`src/pfci_consts.vh`:
```
/*
 * Constants for the pseudo-fault countdown injector: register offsets,
 * field positions, reset values and the tick timing.
 * Assumes it is included by bare name from each design file.
 */
`ifndef PFCI_CONSTS_VH
`define PFCI_CONSTS_VH

// ****************************************
// Register map
// ****************************************
`define PFCI_CTL_OFS 16'h0808
`define PFCI_CDN_OFS 16'h0810
`define PFCI_REC_STRIDE 16'h0040

// ****************************************
// Control fields and countdown width
// ****************************************
`define PFCI_BIT_COUNTDOWN_ENABLE 31
`define PFCI_BIT_RESTART 30
`define PFCI_BIT_MV 12
`define PFCI_BIT_AV 11
`define PFCI_BIT_PN 10
`define PFCI_BIT_ER 9
`define PFCI_BIT_CI 8
`define PFCI_ENA_MSB 7
`define PFCI_CNT_W 32

// ****************************************
// Reset values
// ****************************************
`define PFCI_RST_CNT 32'h00000000
`define PFCI_RST_ENA 8'h00
`define PFCI_RST_BIT 1'h0

// ****************************************
// Timing
// ****************************************
`define PFCI_CLK_PERIOD_NS 20
`define PFCI_TICK_PERIOD_NS 1000
`define PFCI_TICK_DIV (`PFCI_TICK_PERIOD_NS / `PFCI_CLK_PERIOD_NS)

`endif

```
`src/pfci_tick_gen.v`:
```
/*
 * Prescaler that turns the block clock into a one-cycle tick.
 * Assumes run and restart are synchronous to clk.
 */
`timescale 1ns/100ps
`include "pfci_consts.vh"

module pfci_tick_gen #(
    parameter DIV = `PFCI_TICK_DIV,
    parameter W = 16
) (
    // Clock and reset
    input wire clk,
    input wire rst,
    // Control
    input wire run,
    input wire restart,
    // Tick out
    output reg tick_ff
);

    reg [W-1:0] cnt_ff;
    reg [W-1:0] nxt_cnt;
    reg nxt_tick;
    // Cut to the counter width on purpose; DIV must fit in W bits
    localparam integer LAST_I = DIV - 1;
    localparam [W-1:0] LAST = LAST_I[W-1:0];

    // ****************************************
    // Divider
    // ****************************************
    // Restart realigns the phase so a fresh load waits a full tick
    always @* begin
        nxt_cnt = cnt_ff;
        nxt_tick = 1'b0;
        if (!run || restart) begin
            nxt_cnt = {W{1'b0}};
        end else if (cnt_ff == LAST) begin
            nxt_cnt = {W{1'b0}};
            nxt_tick = 1'b1;
        end else begin
            nxt_cnt = cnt_ff + {{(W-1){1'b0}}, 1'b1};
        end
    end

    always @(posedge clk) begin
        if (rst) begin
            cnt_ff <= {W{1'b0}};
            tick_ff <= 1'b0;
        end else begin
            cnt_ff <= nxt_cnt;
            tick_ff <= nxt_tick;
        end
    end

endmodule

```
`src/pfci_gen_counter.v`:
```
/*
 * Hidden error generation counter: loads, decrements on tick,
 * flags the arrival at zero and optionally reloads.
 * Assumes load, tick and run are synchronous to clk.
 */
`timescale 1ns/100ps
`include "pfci_consts.vh"

module pfci_gen_counter #(
    parameter W = `PFCI_CNT_W
) (
    // Clock and reset
    input wire clk,
    input wire rst,
    // Control
    input wire load,
    input wire run,
    input wire tick,
    input wire restart,
    input wire [W-1:0] reload_val,
    // Event
    output reg zero_hit
);

    reg [W-1:0] cnt_ff;
    reg [W-1:0] nxt_cnt;
    localparam [W-1:0] ONE = {{(W-1){1'b0}}, 1'b1};

    // ****************************************
    // Count
    // ****************************************
    always @* begin
        nxt_cnt = cnt_ff;
        zero_hit = 1'b0;
        if (load) begin
            nxt_cnt = reload_val;
        end else if (run && tick && cnt_ff != {W{1'b0}}) begin
            if (cnt_ff == ONE) begin
                zero_hit = 1'b1;
                if (restart) begin
                    nxt_cnt = reload_val;
                end else begin
                    nxt_cnt = {W{1'b0}};
                end
            end else begin
                nxt_cnt = cnt_ff - ONE;
            end
        end
    end

    // Not touched by the recovery reset; it only drives zero_hit
    always @(posedge clk) begin
        if (rst) begin
            cnt_ff <= `PFCI_RST_CNT;
        end else begin
            cnt_ff <= nxt_cnt;
        end
    end

endmodule

```
`src/pfci_injector.v`:
```
/*
 * Pseudo-fault countdown injector for the first record of one error
 * node: control and countdown registers on a memory-mapped port and a
 * selected-record system register port, prescaler, hidden counter,
 * and the injection request with the syndrome values to record.
 * A small state machine follows the hidden counter so the request and
 * the recorded values come from one registered decision per arrival
 * at zero; the counter value itself never leaves the counter module.
 * Assumes both access ports are synchronous to clk, that each request
 * is a single-cycle strobe, and that the error record logic samples
 * the injection outputs when inj_req_ff is high.
 */
//
// Contract
// - Writing one to countdown enable loads reload value into counter.
// - At zero with restart set, reload counter and keep counting.
// - While enabled and nonzero, decrement by one per tick.
// - At zero, request an injected error of the enabled types.
// - Reload value undefined after cold reset, kept over recovery reset.
// - Live counter value is never readable.
// - Bit 31 is countdown enable; zero disables counting.
// - Countdown enable clears on cold reset, kept over recovery reset.
// - Bit 30 restart; zero stops counter at zero without reload.
// - Bit 12 gives syndrome-valid value recorded with injected error.
// - Bit 11 gives address-valid value recorded with injected error.
// - Bits 12 and 11 become undefined on recovery reset.
// - Always-set valid flags make their bit read one, ignore writes.
// - Bit 10 gives poison value; kept over recovery reset.
// - Bit 9 gives reported value; kept over recovery reset.
// - Reserved bits read zero in both registers.
// - Registers exist only in node's first record; elsewhere read zero.
// - Control register at 808 hex plus 64 times record index.
// - Bit 8 gives critical value recorded with injected error.
// - Injection state entered when counter decrements to zero.
`timescale 1ns/100ps
`include "pfci_consts.vh"

module pfci_injector #(
    parameter [15:0] FIRST_REC = 16'h0000,
    parameter TICK_DIV = `PFCI_TICK_DIV,
    parameter MV_ALWAYS = 0,
    parameter AV_ALWAYS = 0
) (
    // Clock and resets
    input wire clk,
    input wire rst,
    input wire er_rst,
    // Memory-mapped access
    input wire [15:0] mm_addr,
    input wire mm_wr,
    input wire mm_rd,
    input wire [63:0] mm_wdata,
    output reg [63:0] mm_rdata_ff,
    output reg mm_rvalid_ff,
    // Selected-record system register access
    input wire [15:0] record_select_field,
    input wire sys_is_cdn,
    input wire sys_wr,
    input wire sys_rd,
    input wire [63:0] sys_wdata,
    output reg [63:0] sys_rdata_ff,
    output reg sys_rvalid_ff,
    // Injection toward the error record
    output reg inj_req_ff,
    output reg [7:0] inj_err_ena_ff,
    output reg inj_mv_ff,
    output reg inj_av_ff,
    output reg inj_pn_ff,
    output reg inj_er_ff,
    output reg inj_ci_ff
);

    // ****************************************
    // Decode
    // ****************************************
    localparam [15:0] CTL_ADDR = `PFCI_CTL_OFS +
        `PFCI_REC_STRIDE * FIRST_REC;
    localparam [15:0] CDN_ADDR = `PFCI_CDN_OFS +
        `PFCI_REC_STRIDE * FIRST_REC;

    // Register state
    reg [`PFCI_CNT_W-1:0] countdown_reload_value_ff;
    reg countdown_enable_ff;
    reg restart_ff;
    reg syndrome_valid_inject_ff;
    reg address_valid_inject_ff;
    reg poison_inject_ff;
    reg reported_flag_inject_ff;
    reg critical_flag_inject_ff;
    reg [7:0] err_ena_ff;

    // Access decode
    reg mm_ctl_hit;
    reg mm_cdn_hit;
    reg sys_hit;
    reg wr_ctl;
    reg wr_cdn;
    reg [63:0] wdata;
    reg [63:0] ctl_rd;
    reg [63:0] cdn_rd;
    reg [63:0] nxt_mm_rdata;
    reg [63:0] nxt_sys_rdata;

    // Counter links
    wire load;
    wire tick;
    wire zero_hit;

    always @* begin
        mm_ctl_hit = (mm_addr == CTL_ADDR);
        mm_cdn_hit = (mm_addr == CDN_ADDR);
        sys_hit = (record_select_field == FIRST_REC);
        wr_ctl = 1'b0;
        wr_cdn = 1'b0;
        wdata = mm_wdata;
        // A memory-mapped write wins over a same-cycle system write
        if (mm_wr && (mm_ctl_hit || mm_cdn_hit)) begin
            wr_ctl = mm_ctl_hit;
            wr_cdn = mm_cdn_hit;
        end else if (sys_wr && sys_hit) begin
            wr_ctl = !sys_is_cdn;
            wr_cdn = sys_is_cdn;
            wdata = sys_wdata;
        end
    end

    // ****************************************
    // Read values
    // ****************************************
    always @* begin
        ctl_rd = 64'h0000000000000000;
        ctl_rd[`PFCI_BIT_COUNTDOWN_ENABLE] = countdown_enable_ff;
        ctl_rd[`PFCI_BIT_RESTART] = restart_ff;
        ctl_rd[`PFCI_BIT_MV] = (MV_ALWAYS != 0) ? 1'b1 :
            syndrome_valid_inject_ff;
        ctl_rd[`PFCI_BIT_AV] = (AV_ALWAYS != 0) ? 1'b1 :
            address_valid_inject_ff;
        ctl_rd[`PFCI_BIT_PN] = poison_inject_ff;
        ctl_rd[`PFCI_BIT_ER] = reported_flag_inject_ff;
        ctl_rd[`PFCI_BIT_CI] = critical_flag_inject_ff;
        ctl_rd[`PFCI_ENA_MSB:0] = err_ena_ff;
        // Only the stored reload value is visible, never the counter
        cdn_rd = {32'h00000000, countdown_reload_value_ff};
    end

    always @* begin
        nxt_mm_rdata = 64'h0000000000000000;
        if (mm_ctl_hit) begin
            nxt_mm_rdata = ctl_rd;
        end else if (mm_cdn_hit) begin
            nxt_mm_rdata = cdn_rd;
        end
        nxt_sys_rdata = 64'h0000000000000000;
        if (sys_hit && sys_is_cdn) begin
            nxt_sys_rdata = cdn_rd;
        end else if (sys_hit) begin
            nxt_sys_rdata = ctl_rd;
        end
    end

    always @(posedge clk) begin
        if (rst) begin
            mm_rdata_ff <= 64'h0000000000000000;
            mm_rvalid_ff <= 1'b0;
            sys_rdata_ff <= 64'h0000000000000000;
            sys_rvalid_ff <= 1'b0;
        end else begin
            mm_rvalid_ff <= mm_rd;
            sys_rvalid_ff <= sys_rd;
            if (mm_rd) begin
                mm_rdata_ff <= nxt_mm_rdata;
            end else begin
                mm_rdata_ff <= 64'h0000000000000000;
            end
            if (sys_rd) begin
                sys_rdata_ff <= nxt_sys_rdata;
            end else begin
                sys_rdata_ff <= 64'h0000000000000000;
            end
        end
    end

    // ****************************************
    // Register writes
    // ****************************************
    // Unknown-at-reset fields are given zero so simulation stays clean
    always @(posedge clk) begin
        if (rst) begin
            countdown_reload_value_ff <= `PFCI_RST_CNT;
            countdown_enable_ff <= `PFCI_RST_BIT;
            restart_ff <= `PFCI_RST_BIT;
            syndrome_valid_inject_ff <= `PFCI_RST_BIT;
            address_valid_inject_ff <= `PFCI_RST_BIT;
            poison_inject_ff <= `PFCI_RST_BIT;
            reported_flag_inject_ff <= `PFCI_RST_BIT;
            critical_flag_inject_ff <= `PFCI_RST_BIT;
            err_ena_ff <= `PFCI_RST_ENA;
        end else if (er_rst) begin
            // Everything else is preserved over a recovery reset
            syndrome_valid_inject_ff <= `PFCI_RST_BIT;
            address_valid_inject_ff <= `PFCI_RST_BIT;
        end else begin
            if (wr_cdn) begin
                countdown_reload_value_ff <= wdata[`PFCI_CNT_W-1:0];
            end
            if (wr_ctl) begin
                countdown_enable_ff <= wdata[`PFCI_BIT_COUNTDOWN_ENABLE];
                restart_ff <= wdata[`PFCI_BIT_RESTART];
                if (MV_ALWAYS == 0) begin
                    syndrome_valid_inject_ff <= wdata[`PFCI_BIT_MV];
                end
                if (AV_ALWAYS == 0) begin
                    address_valid_inject_ff <= wdata[`PFCI_BIT_AV];
                end
                poison_inject_ff <= wdata[`PFCI_BIT_PN];
                reported_flag_inject_ff <= wdata[`PFCI_BIT_ER];
                critical_flag_inject_ff <= wdata[`PFCI_BIT_CI];
                err_ena_ff <= wdata[`PFCI_ENA_MSB:0];
            end
        end
    end

    // ****************************************
    // Counting
    // ****************************************
    // Every write of one reloads, even when already enabled
    assign load = wr_ctl && wdata[`PFCI_BIT_COUNTDOWN_ENABLE] && !rst && !er_rst;

    pfci_tick_gen #(
        .DIV(TICK_DIV),
        .W(16)
    ) u_tick (
        .clk(clk),
        .rst(rst),
        .run(countdown_enable_ff),
        .restart(load),
        .tick_ff(tick)
    );

    pfci_gen_counter #(
        .W(`PFCI_CNT_W)
    ) u_cnt (
        .clk(clk),
        .rst(rst),
        .load(load),
        .run(countdown_enable_ff),
        .tick(tick),
        .restart(restart_ff),
        .reload_val(countdown_reload_value_ff),
        .zero_hit(zero_hit)
    );

    // ****************************************
    // Injection state
    // ****************************************
    // Armed covers both counting and stopped at zero: the counter value
    // stays hidden, so only the arrival at zero is tracked here
    localparam [1:0] ST_OFF = 2'h0;
    localparam [1:0] ST_ARMED = 2'h1;
    localparam [1:0] ST_INJ = 2'h2;

    // State registers
    reg [1:0] state_ff;
    reg [1:0] nxt_state;
    reg inj_enter;

    always @* begin
        nxt_state = state_ff;
        case (state_ff)
            ST_OFF: begin
                // Enable only turns on through a load
                if (load) begin
                    nxt_state = ST_ARMED;
                end
            end
            ST_ARMED: begin
                // Arrival at zero implies the enable was set
                if (zero_hit) begin
                    nxt_state = ST_INJ;
                end else if (!countdown_enable_ff && !load) begin
                    nxt_state = ST_OFF;
                end
            end
            ST_INJ: begin
                // Back-to-back arrivals keep the state and repeat the request
                if (zero_hit) begin
                    nxt_state = ST_INJ;
                end else if (countdown_enable_ff || load) begin
                    nxt_state = ST_ARMED;
                end else begin
                    nxt_state = ST_OFF;
                end
            end
            default: begin
                // Unused code falls back to off
                nxt_state = ST_OFF;
            end
        endcase
        inj_enter = (nxt_state == ST_INJ);
    end

    // Kept over the recovery reset, like the counter it follows
    always @(posedge clk) begin
        if (rst) begin
            state_ff <= ST_OFF;
        end else begin
            state_ff <= nxt_state;
        end
    end

    // ****************************************
    // Injection
    // ****************************************
    always @(posedge clk) begin
        if (rst) begin
            inj_req_ff <= 1'b0;
            inj_err_ena_ff <= 8'h00;
            inj_mv_ff <= 1'b0;
            inj_av_ff <= 1'b0;
            inj_pn_ff <= 1'b0;
            inj_er_ff <= 1'b0;
            inj_ci_ff <= 1'b0;
        end else begin
            inj_req_ff <= inj_enter;
            if (inj_enter) begin
                inj_err_ena_ff <= err_ena_ff;
                inj_mv_ff <= ctl_rd[`PFCI_BIT_MV];
                inj_av_ff <= ctl_rd[`PFCI_BIT_AV];
                inj_pn_ff <= poison_inject_ff;
                inj_er_ff <= reported_flag_inject_ff;
                inj_ci_ff <= critical_flag_inject_ff;
            end
        end
    end

endmodule

```
`config.mk`:
```
export PLATFORM = sky130hd
export DESIGN_NAME = pfci_injector
export DESIGN_NICKNAME = d
export VERILOG_FILES = /design/src/pfci_tick_gen.v /design/src/pfci_gen_counter.v /design/src/pfci_injector.v
export VERILOG_INCLUDE_DIRS = /design/src
export SDC_FILE = /design/constraint.sdc
export NUM_CORES = 1
export LEC_CHECK = 0
export ABC_AREA = 1
export BUFFER_PORTS_ARGS = -buffer_cell sky130_fd_sc_hd__buf_2
export CAP_MARGIN = 20
export CORE_AREA = 2 2 136 138
export CTS_BUF_LIST = sky130_fd_sc_hd__clkbuf_4
export DETAILED_ROUTE_END_ITERATION = 8
export DIE_AREA = 0 0 138 140
export GPL_TIMING_DRIVEN = 0
export PLACE_DENSITY = 0.9
export SETUP_SLACK_MARGIN = 0.1
export SYNTH_ARGS = -nofsm -noshare
export SYNTH_HDL_FRONTEND = slang
export SYNTH_SLANG_ARGS = --single-unit
```
`constraint.sdc`:
```
create_clock -name clk -period 3 [get_ports clk]
set_input_delay 0.3 -clock clk [delete_from_list [all_inputs] [get_ports clk]]
set_output_delay 0.3 -clock clk [all_outputs]
set_load 0.01 [all_outputs]
```
* Yosys cells after proc, flatten, opt, wreduce, memory -nomap -nowiden *
Cells that the tools add are included.
W data, S select, Z words.

word-level totals
  logic and storage cells = 95
  memories = 0
  output and inout port bits = 144
  bits in latches = 0
  input bits = 168
  memory bits (read-only) = 0
  bits in writable memories = 0
  register bits = 242

operators by class
  shift operators = 0
  add/subtract/negate cells = 2
  equal/unequal tests = 7
  $mul = 0
  multiplexer cells = 24
  order comparisons = 0
  reduce and logical (&&, ||, !) cells = 31
  bitwise operators = 4
  div/mod/pow operators = 0

operators with widths
  kind                     count
  $mux W32                 10
  $eq A16 B12 Y1 const B   2
  $eq A32 B1 Y1 const B    1
  $reduce_bool A32 Y1      1
  $sub A32 B1 Y32 const B  1
  $add A16 B1 Y16 const B  1
  $eq A16 B6 Y1 const B    1
  $logic_not A16 Y1        1
  $logic_and A1 B1 Y1      9
  $mux W1                  9
  $reduce_or A3 Y1         3
  $mux W2                  4
  $reduce_or A2 Y1         4
  $pmux W2 S3              1
  $logic_not A1 Y1         5
  $eq A2 B2 Y1 const B     2
  $not A1 Y1               4
  $reduce_and A2 Y1        2
  $reduce_or A4 Y1         1
  $logic_or A1 B1 Y1       3
  $eq A2 B1 Y1 const B     1
  $logic_not A2 Y1         1
  $reduce_bool A2 Y1       1

* Depth between registers and ports, before layout *
Gate-level depths: netlist of run 1.

  depth in word-level cells = 13
  depth in mapped cells = 17
  depth with buffers taken out = 16

* Cells and area by module *
Synthesis of run 1 repeated with hierarchy kept, for this count alone.

second synthesis, totals
  cells, all modules = 1319
  area, all modules = 9022.4 um^2

by module, submodules not included
  module            seq. area each (um^2)  area each (um^2)  instances  cells an instance
  pfci_injector     2582.5                 5645.4            1          756
  pfci_gen_counter  640.6                  2481.1            1          433
  pfci_tick_gen     340.3                  895.9             1          130

* Least setup slack after synthesis of run 1 *
No wires, ideal clock.

  kind = input to register
  start = input mm_addr[7]
  end = register inj_av_ff
  buffers on the path = 2
  path slack = 1.177 ns
  setup time = 0.113 ns
  arrival = 1.711 ns
  data required time = 2.887 ns
  stages = 16
  path through = nor2_2 nand2_2 nor2_4 nand2_2 nand2_1 nand2_1 nand2_1 nand2_2 nor2_8 nand3_2 buf_6 nand2_4 buf_6 nand2_1 nand2_1 nor2_1

between the ends
  word-level cells in the longest chain between the ends = 13
  elaborated cells on any way between the ends = 20
  classes of those cells = eq/ne: 3; mux: 9; reduce/logical: 8

RTL lines
  what                                      RTL line                                  RTL
  from (decl)                               pfci_injector.v:49                        input wire [15:0] mm_addr,
  $eq A16 B12 Y1, on equally long branches  pfci_injector.v:110, pfci_injector.v:111
  $logic_or A1 B1 Y1                        pfci_injector.v:117                       if (mm_wr && (mm_ctl_hit || mm_cdn_hit)) begin
  $logic_and A1 B1 Y1                       pfci_injector.v:117
  $mux W1 or $mux W32 (tied branches)       pfci_injector.v:117
  $logic_and A1 B1 Y1 (*) (3 in a row)      pfci_injector.v:227                       assign load = wr_ctl && wdata[`PFCI_BIT_COUNTDOWN_ENABLE] && !rst && !er_rst;
  $logic_not A1 Y1                          pfci_injector.v:280                       end else if (!countdown_enable_ff && !load) begin
  $logic_and A1 B1 Y1                       pfci_injector.v:280
  $mux W2                                   pfci_injector.v:280
  $mux W2                                   pfci_injector.v:278                       if (zero_hit) begin
  $pmux W2 S3 (*)                           pfci_injector.v:269                       case (state_ff)
  $eq A2 B2 Y1 (*)                          pfci_injector.v:299                       inj_enter = (nxt_state == ST_INJ);
  to (signal assigned)                      pfci_injector.v:328                       inj_av_ff <= ctl_rd[`PFCI_BIT_AV];
  to (decl)                                 pfci_injector.v:67                        output reg inj_av_ff,

Every way passes the cells marked *; elsewhere a longest branch is shown, timed or not.
A chain may end at the register's enable or synchronous reset.

* Worst setup path in the final report of run 1 *
  start = register u_cnt.cnt_ff[14]
  end = register u_cnt.cnt_ff[22]

between the ends
  word-level cells in the longest chain between the ends = 4
  elaborated cells on any way between the ends = 8
  classes of those cells = add/sub: 1; eq/ne: 1; mux: 3; reduce/logical: 3

RTL lines
  what                                              RTL line                                      RTL
  from (decl)                                       pfci_gen_counter.v:25                         reg [W-1:0] cnt_ff;
  from (signal assigned)                            pfci_gen_counter.v:54                         cnt_ff <= `PFCI_RST_CNT;
  from (signal assigned)                            pfci_gen_counter.v:56                         cnt_ff <= nxt_cnt;
  $sub A32 B1 Y32 or $eq A32 B1 Y1 (tied branches)  pfci_gen_counter.v:46, pfci_gen_counter.v:38
  $mux W32                                          pfci_gen_counter.v:38                         if (cnt_ff == ONE) begin
  $mux W32                                          pfci_gen_counter.v:37                         end else if (run && tick && cnt_ff != {W{1'b0}}) begin
  $mux W32                                          pfci_gen_counter.v:35                         if (load) begin

Several ways; a longest one is shown, not always the timed one. The select of a mux whose other input is x is not followed.

==> results of run 1 <==
cell usage after synthesis, types with 12 or more instances:
library cell and count:
a211oi_1 31, a21oi_1 75, buf_4 65, clkbuf_1 36
dfxtp_1 178, inv_1 129, nand2_1 275, nand3_1 80
nand4_1 17, nor2_1 215, o21ai_0 79, o32ai_1 12
cell families (layout without fill, tap and decap cells):
family | count (synthesis) | after routing | share of synthesized area (%)
buffers and inverters | 250 | 464 | 14.24
DFF | 178 | 178 | 40.32
AOI/OAI and AO/OA | 203 | 203 | 12.88
and+or+nand+nor | 626 | 626 | 29.93
xor gates and xnor gates | 19 | 19 | 1.883
adders and majority gates | 5 | 5 | 0.7078
other | 1 | 64 | 0.04243
final cells by class:
class                   count  area, um2  area share [%]
plain buffers             119      767.0           7.287
clock buffers              21      157.7           1.498
clock inverters            11      90.09          0.8559
inverters                 131      491.7           4.672
multi-input cells         917       4253           40.41
flip-flops and latches    178       3563           33.86
well taps                 229      286.5           2.722
repair buffers            182      915.9           8.702
through the flow:
step | instance area (um2) | util, %
2_1_floorplan | 9075 | -
4_1_cts | 10530 | 59.20
5_1_grt | 10530 | 59.20
3_3_place_gp | 10270 | 57.75
6_report | 10530 | 59.20
3_5_place_dp | 10270 | 57.75
routing by layer:
metal,up-vias,share of wire (%),GRT usage (%)
met4,0,2.9,10.31
met2,445,47,44.74
li1,4504,-,-
met3,67,8.8,5.402
met5,-,0,0
met1,4241,41,33.53
final timing paths:
check | start | slack [ns] | to | depth (start not counted)
max | u_cnt.cnt_ff[14] | 0.46 | u_cnt.cnt_ff[22] | 10
min reg2reg | countdown_reload_value_ff[23] | 0.48 | u_cnt.cnt_ff[23] | 2
max reg2reg | u_cnt.cnt_ff[14] | 0.46 | u_cnt.cnt_ff[22] | 10
min | mm_rd | 0.10 | mm_rdata_ff[0] | 3
power breakdown:
| group | switching [uW] | internal (uW) | total, uW |
|---|---|---|---|
| registers | 0.386 | 2370 | 2370 |
| clock network | 810 | 437 | 1250 |
| logic | 157 | 128 | 286 |
| total | 968 | 2930 | 3900 |
state kept, by name, summed over array words and instances (netlist names), 2 cells and up:
| signal | count |
|---|---|
| state_ff | 2 |
| sys_rdata_ff | 32 |
| u_tick.cnt_ff | 16 |
| u_cnt.cnt_ff | 32 |
| mm_rdata_ff | 32 |
| inj_err_ena_ff | 8 |
| err_ena_ff | 8 |
| countdown_reload_value_ff | 32 |
timing repair:
action,CTS,global route
gates resized for setup,0,0
hold buffers,1,0
hold endpoints to repair,1,0
critical path: cells and delay by family (launching register included):
family	cells	cell delay [ns]
AOI/OAI and AO/OA	3	0.40
buffers and inverters	2	0.80
DFF	1	0.37
and+or+nand+nor	5	0.86
==> results.cfg, run 1 <==
[logic_synthesis]
ys_warn_count = 0
synth_area_leaders = dfxtp_1, nand2_1, nor2_1
synth_area_leader_cell = dfxtp_1
synth_area_per_cell_um2 = 6.894
synthArstFlopShare_pct = 0
synth_area_um2 = 8838
ys_ff_latch = 178
ys_seq_area_share_pct = 40.32
ys_types = 35
synth_edf_count = 0
synth.top_cell.area_share_pct = 40.32
synth_cells = 1282
ys.flop_type = dfxtp_1

[die]
rows = 49
dieArea_um2 = 19320
pin_count = 312
die_h_um = 140
core-area_um2 = 17780
initial_core_util_pct = 49.71
die_x_um = 138

[grt]
grt_pass1_wl_um = 41570
grt_start_max_net_pins = 17
globalRouteOverflowTotal = 0
antenna_found_initial = 0
grt_pass1_vias = 8495
grt_usage_pct = 26.53

[worst_setup_path]
cp_slowest_cell = clkbuf_1
start_kind = flip-flop
worst_setup_path_end_kind = flip-flop
critical_path.max_stage_delay_ns = 0.53
worst_ep_required_time_ns = 3.49
arrival_ns = 3.03
worstPathCellList = nor2_1, nand2_1, nor2_1, nand2_1, nor2_1, buf_2, clkbuf_1, a21oi_1, o21ai_0, a21oi_1
path_class = flip-flop to flip-flop
worstPathMaxFanout = 10
crit_top_cell = nor2_1

[place]
gp_congestion = 0.9565
dp_cells = 1755
post-dp-hpwl_um = 20840
io_buffers = 181
pre_cts_slack_ns = 0.4824

[layout]
drive_above_1_share_pct = 20.27
fillers = 1644
final_nets = 1719
fin_cells = 1788
final_cell_mix = nand2_1, nor2_1, buf_2
area_growth_pct = 19.08
final_common_cell = nand2_1
diodes = 0

[route]
first_pass_iters = 6
drc = 0
wire_per_inst_um = 15.03
ant_nets = 0
vias = 9257
wl_um = 26870
vias_per_cell = 5.177
drtIter0Drc = 912

[clock_tree]
cts-htree-levels = 4
clk_latency_ns = 0.60
cts_setup_buffers = 0
cts.reportedPaths.clkPinSlew_ns = 0.15
cts.path.max_buffers = 2
cts_buffers = 17
cts.sinks = 178
cts_tree = built
root_buffer = clkbuf_4

[flow_run]
drv_cap = 0

[timing]
slew_headroom_pct = 57.09
final-hold-violation-count = 0
fin_skew_ns = 0.02577
timing.fmax_mhz = 393.6
rsz0062_at_grt = false
tightestPinTransition_ns = 0.6436
fin_hold_ws_ns = 0.1004
setup_ws_ns = 0.4593
tns_ns = 0
slew_violations = 0
setup_viol = 0
finalCritPeriodShare_pct = 84.69
final.min_clock_period_ns = 2.541

[power]
peakVddDrop_mv = 0.2214
power_uw = 3898
p_per_area_nw_per_um2 = 370.4
leakagePower_uw = 0.005318

[status]
status = complete, no violations

[min_path]
min_path_type = primary input to flip-flop
No activity file was read; power rests on OpenSTA's default activity.
==> run 2, diff against run 1 <==
--- a/config.mk
+++ b/config.mk
@@ -6,15 +6,15 @@
 export SDC_FILE = /design/constraint.sdc
 export NUM_CORES = 1
 export LEC_CHECK = 0
-export ABC_AREA = 1
+export ABC_AREA = 0
 export BUFFER_PORTS_ARGS = -buffer_cell sky130_fd_sc_hd__buf_2
 export CAP_MARGIN = 20
-export CORE_AREA = 2 2 136 138
+export CORE_AREA = 2 2 131 133
 export CTS_BUF_LIST = sky130_fd_sc_hd__clkbuf_4
 export DETAILED_ROUTE_END_ITERATION = 8
-export DIE_AREA = 0 0 138 140
+export DIE_AREA = 0 0 133 135
 export GPL_TIMING_DRIVEN = 0
-export PLACE_DENSITY = 0.9
+export PLACE_DENSITY = 0.91
 export SETUP_SLACK_MARGIN = 0.1
 export SYNTH_ARGS = -nofsm -noshare
 export SYNTH_HDL_FRONTEND = slang
==> constraint.sdc (replaced) <==
create_clock -name clk -period 2.5 [get_ports clk]
set_input_delay 0.25 -clock clk [delete_from_list [all_inputs] [get_ports clk]]
set_output_delay 0.25 -clock clk [all_outputs]
set_load 0.01 [all_outputs]
==> results.cfg, run 2 <==
[min_path]
min_path_type = primary input to flip-flop

[route]
vias = 8459
vias_per_cell = 5.727
drtIter0Drc = 1070
drc = 0
wl_um = 26950
ant_nets = 0
wire_per_inst_um = 18.25
first_pass_iters = 7

[grt]
grt_usage_pct = 28.61
globalRouteOverflowTotal = 0
grt_pass1_wl_um = 40380
grt_pass1_vias = 8128
grt_start_max_net_pins = 17
antenna_found_initial = 2

[timing]
tightestPinTransition_ns = 0.8162
final-hold-violation-count = 0
rsz0062_at_grt = true
finalCritPeriodShare_pct = 98.46
slew_violations = 0
final.min_clock_period_ns = 2.462
setup_viol = 0
fin_hold_ws_ns = 0.04054
fin_skew_ns = 0.01877
slew_headroom_pct = 45.59
timing.fmax_mhz = 406.3

[power]
p_seq_share_pct = 58.7
combPwrFrac_pct = 7.9
pwr-share-clk_pct = 33.4
power_uw = 4830
p_switching_uw = 1192
leakagePower_uw = 0.005009
peakVddDrop_mv = 0.2934
p_int_uw = 3638
swShare_pct = 24.69
p_per_area_nw_per_um2 = 448.8

[layout]
drive_above_1_share_pct = 29.94
area_growth_pct = 31.43
fin_cells = 1477
final_cell_mix = buf_2, dfxtp_1, nor2_1
final_nets = 1416
final_common_cell = buf_2
stdcell_area_um2 = 10760

[logic_synthesis]
synth_common_cells = dfxtp_1, nor2_1, nand2_1
ys_ff_latch = 178
yosysMostFrequentCell = dfxtp_1
synth_edf_count = 0
ys_warn_count = 0
synth_area_um2 = 8189
synth.top_cell.area_share_pct = 43.51
synth_area_leaders = dfxtp_1, buf_4, mux2i_1
synth_area_per_cell_um2 = 8.882
synthArstFlopShare_pct = 0
synth_area_leader_cell = dfxtp_1
ys.flop_type = dfxtp_1
synth_cells = 922
ys_types = 62
ys_seq_area_share_pct = 43.51

[worst_setup_path]
critical_path.max_stage_delay_ns = 0.36
cp.buffers_inverters = 3
path_class = flip-flop to flip-flop
worstPathCellList = nor2_4, nand4_1, nor4_4, buf_4, a21o_1, buf_4, o21a_2, buf_6, a21oi_1, o32ai_1
crit_top_cell = buf_4
worst_ep_required_time_ns = 2.97
start_kind = flip-flop
worstPathMaxFanout = 9
worst_setup_path_end_kind = flip-flop
cp_slowest_cell = dfxtp_1
arrival_ns = 2.94
critPathTopFamily = simple AND/OR/NAND/NOR gates

[clock_tree]
cts_tree = built
clk_latency_ns = 0.59
root_buffer = clkbuf_4
cts-htree-levels = 4
cts_buffers = 17
cts.reportedPaths.clkPinSlew_ns = 0.15
cts.path.max_buffers = 2
cts.sinks = 178

[place]
dp_cells = 1384
post-dp-hpwl_um = 18400
gp_congestion = 0.9893
io_buffers = 179
placed_area_um2 = 9599

[flow_run]
drv_cap = 0

[die]
dieArea_um2 = 17960
rows = 47
pin_count = 312
initial_core_util_pct = 49.91
core-area_um2 = 16410
die_x_um = 133
die_h_um = 135

[status]
status = complete, no violations
## run 2: changes by cell type in the layout (fill, tap and decap cells not counted), sizes merged, moves of 24 or more
| cell | previous run | this run |
|---|---|---|
| a21oi | 75 | 32 |
| mux2i | 0 | 43 |
| nor2 | 224 | 113 |
| inv | 131 | 36 |
| buf | 263 | 287 |
| nand2 | 284 | 80 |
| o21ai | 85 | 5 |
| dlygate4sd3 | 1 | 36 |
| nand3 | 84 | 19 |
## run 2: layout make-up
cell class / count / area (um2)
repair buffers: 239 / 1448
clock buffers: 19 / 142.6
inverters: 33 / 123.9
flip-flops and latches: 178 / 3578
well taps: 220 / 275.3
plain buffers: 119 / 792.0
diodes: 1 / 2.502
fillers: 1210 / 5644
clock inverters: 13 / 132.6
multi-input cells: 655 / 4268
## run 2: cell families after synthesis
kind of cell    synth area share, %
simple gates                  20.47
compound gates                17.37
flops                         43.51
buf+inv                       10.25
mux                           5.439
xor+xnor                      2.139
fa+ha+maj                    0.7639
other cells                 0.04579
## run 2: per-layer routing
metal	track usage [%]	vias up	wire length [um]
met3	7.658	141	2919
met5	0	-	16
li1	-	3828	-
met1	32.36	3852	9486
met4	16.55	2	1465
met2	48.85	636	13060
## run 2: final timing paths
path,from,endpoint,slack (ns),cells after the start
max,u_cnt.cnt_ff[5],u_cnt.cnt_ff[2],0.04,10
min reg2reg,u_tick.cnt_ff[0],u_tick.cnt_ff[0],0.50,1
max reg2reg,u_cnt.cnt_ff[5],u_cnt.cnt_ff[2],0.04,10
min,er_rst,err_ena_ff[0],0.04,3
## run 2: per-stage QoR
| stage | TNS, ns | worst slack (ns) | util [%] |
|---|---|---|---|
| final | 0 | 0.03848 | 65.60 |
| after global routing | -0.1184 | -0.05024 | 65.60 |
| after CTS | 0 | 0.04478 | 63.93 |
| after detailed placement | -71.87 | -1.018 | 58.51 |
| after global placement | -59.36 | -0.8686 | 58.51 |
| after floorplan | 0 | 0.1010 | - |
## run 2: timing repair
item                       CTS  global route
gates cloned                 0             1
hold buffers                36             0
hold endpoints to repair    19             0
resized for setup           42            54
buffers inserted            11            12
pin swaps                    5            12
setup endpoints to repair   85            85
## run 2: power groups by stage
stage	logic (uW)	clock network (uW)	registers, uW
3_3_place_gp	312	0	2900
6_report	380	1610	2840
4_1_cts	362	1620	2840
2_1_floorplan	194	0	2900
3_5_place_dp	316	0	2900
5_1_grt	405	1730	2840
## run 2: tightest hold or removal path: stages
cell and delay (ns):
buf_2 0.15, inv_1 0.10, a311oi_1 0.09
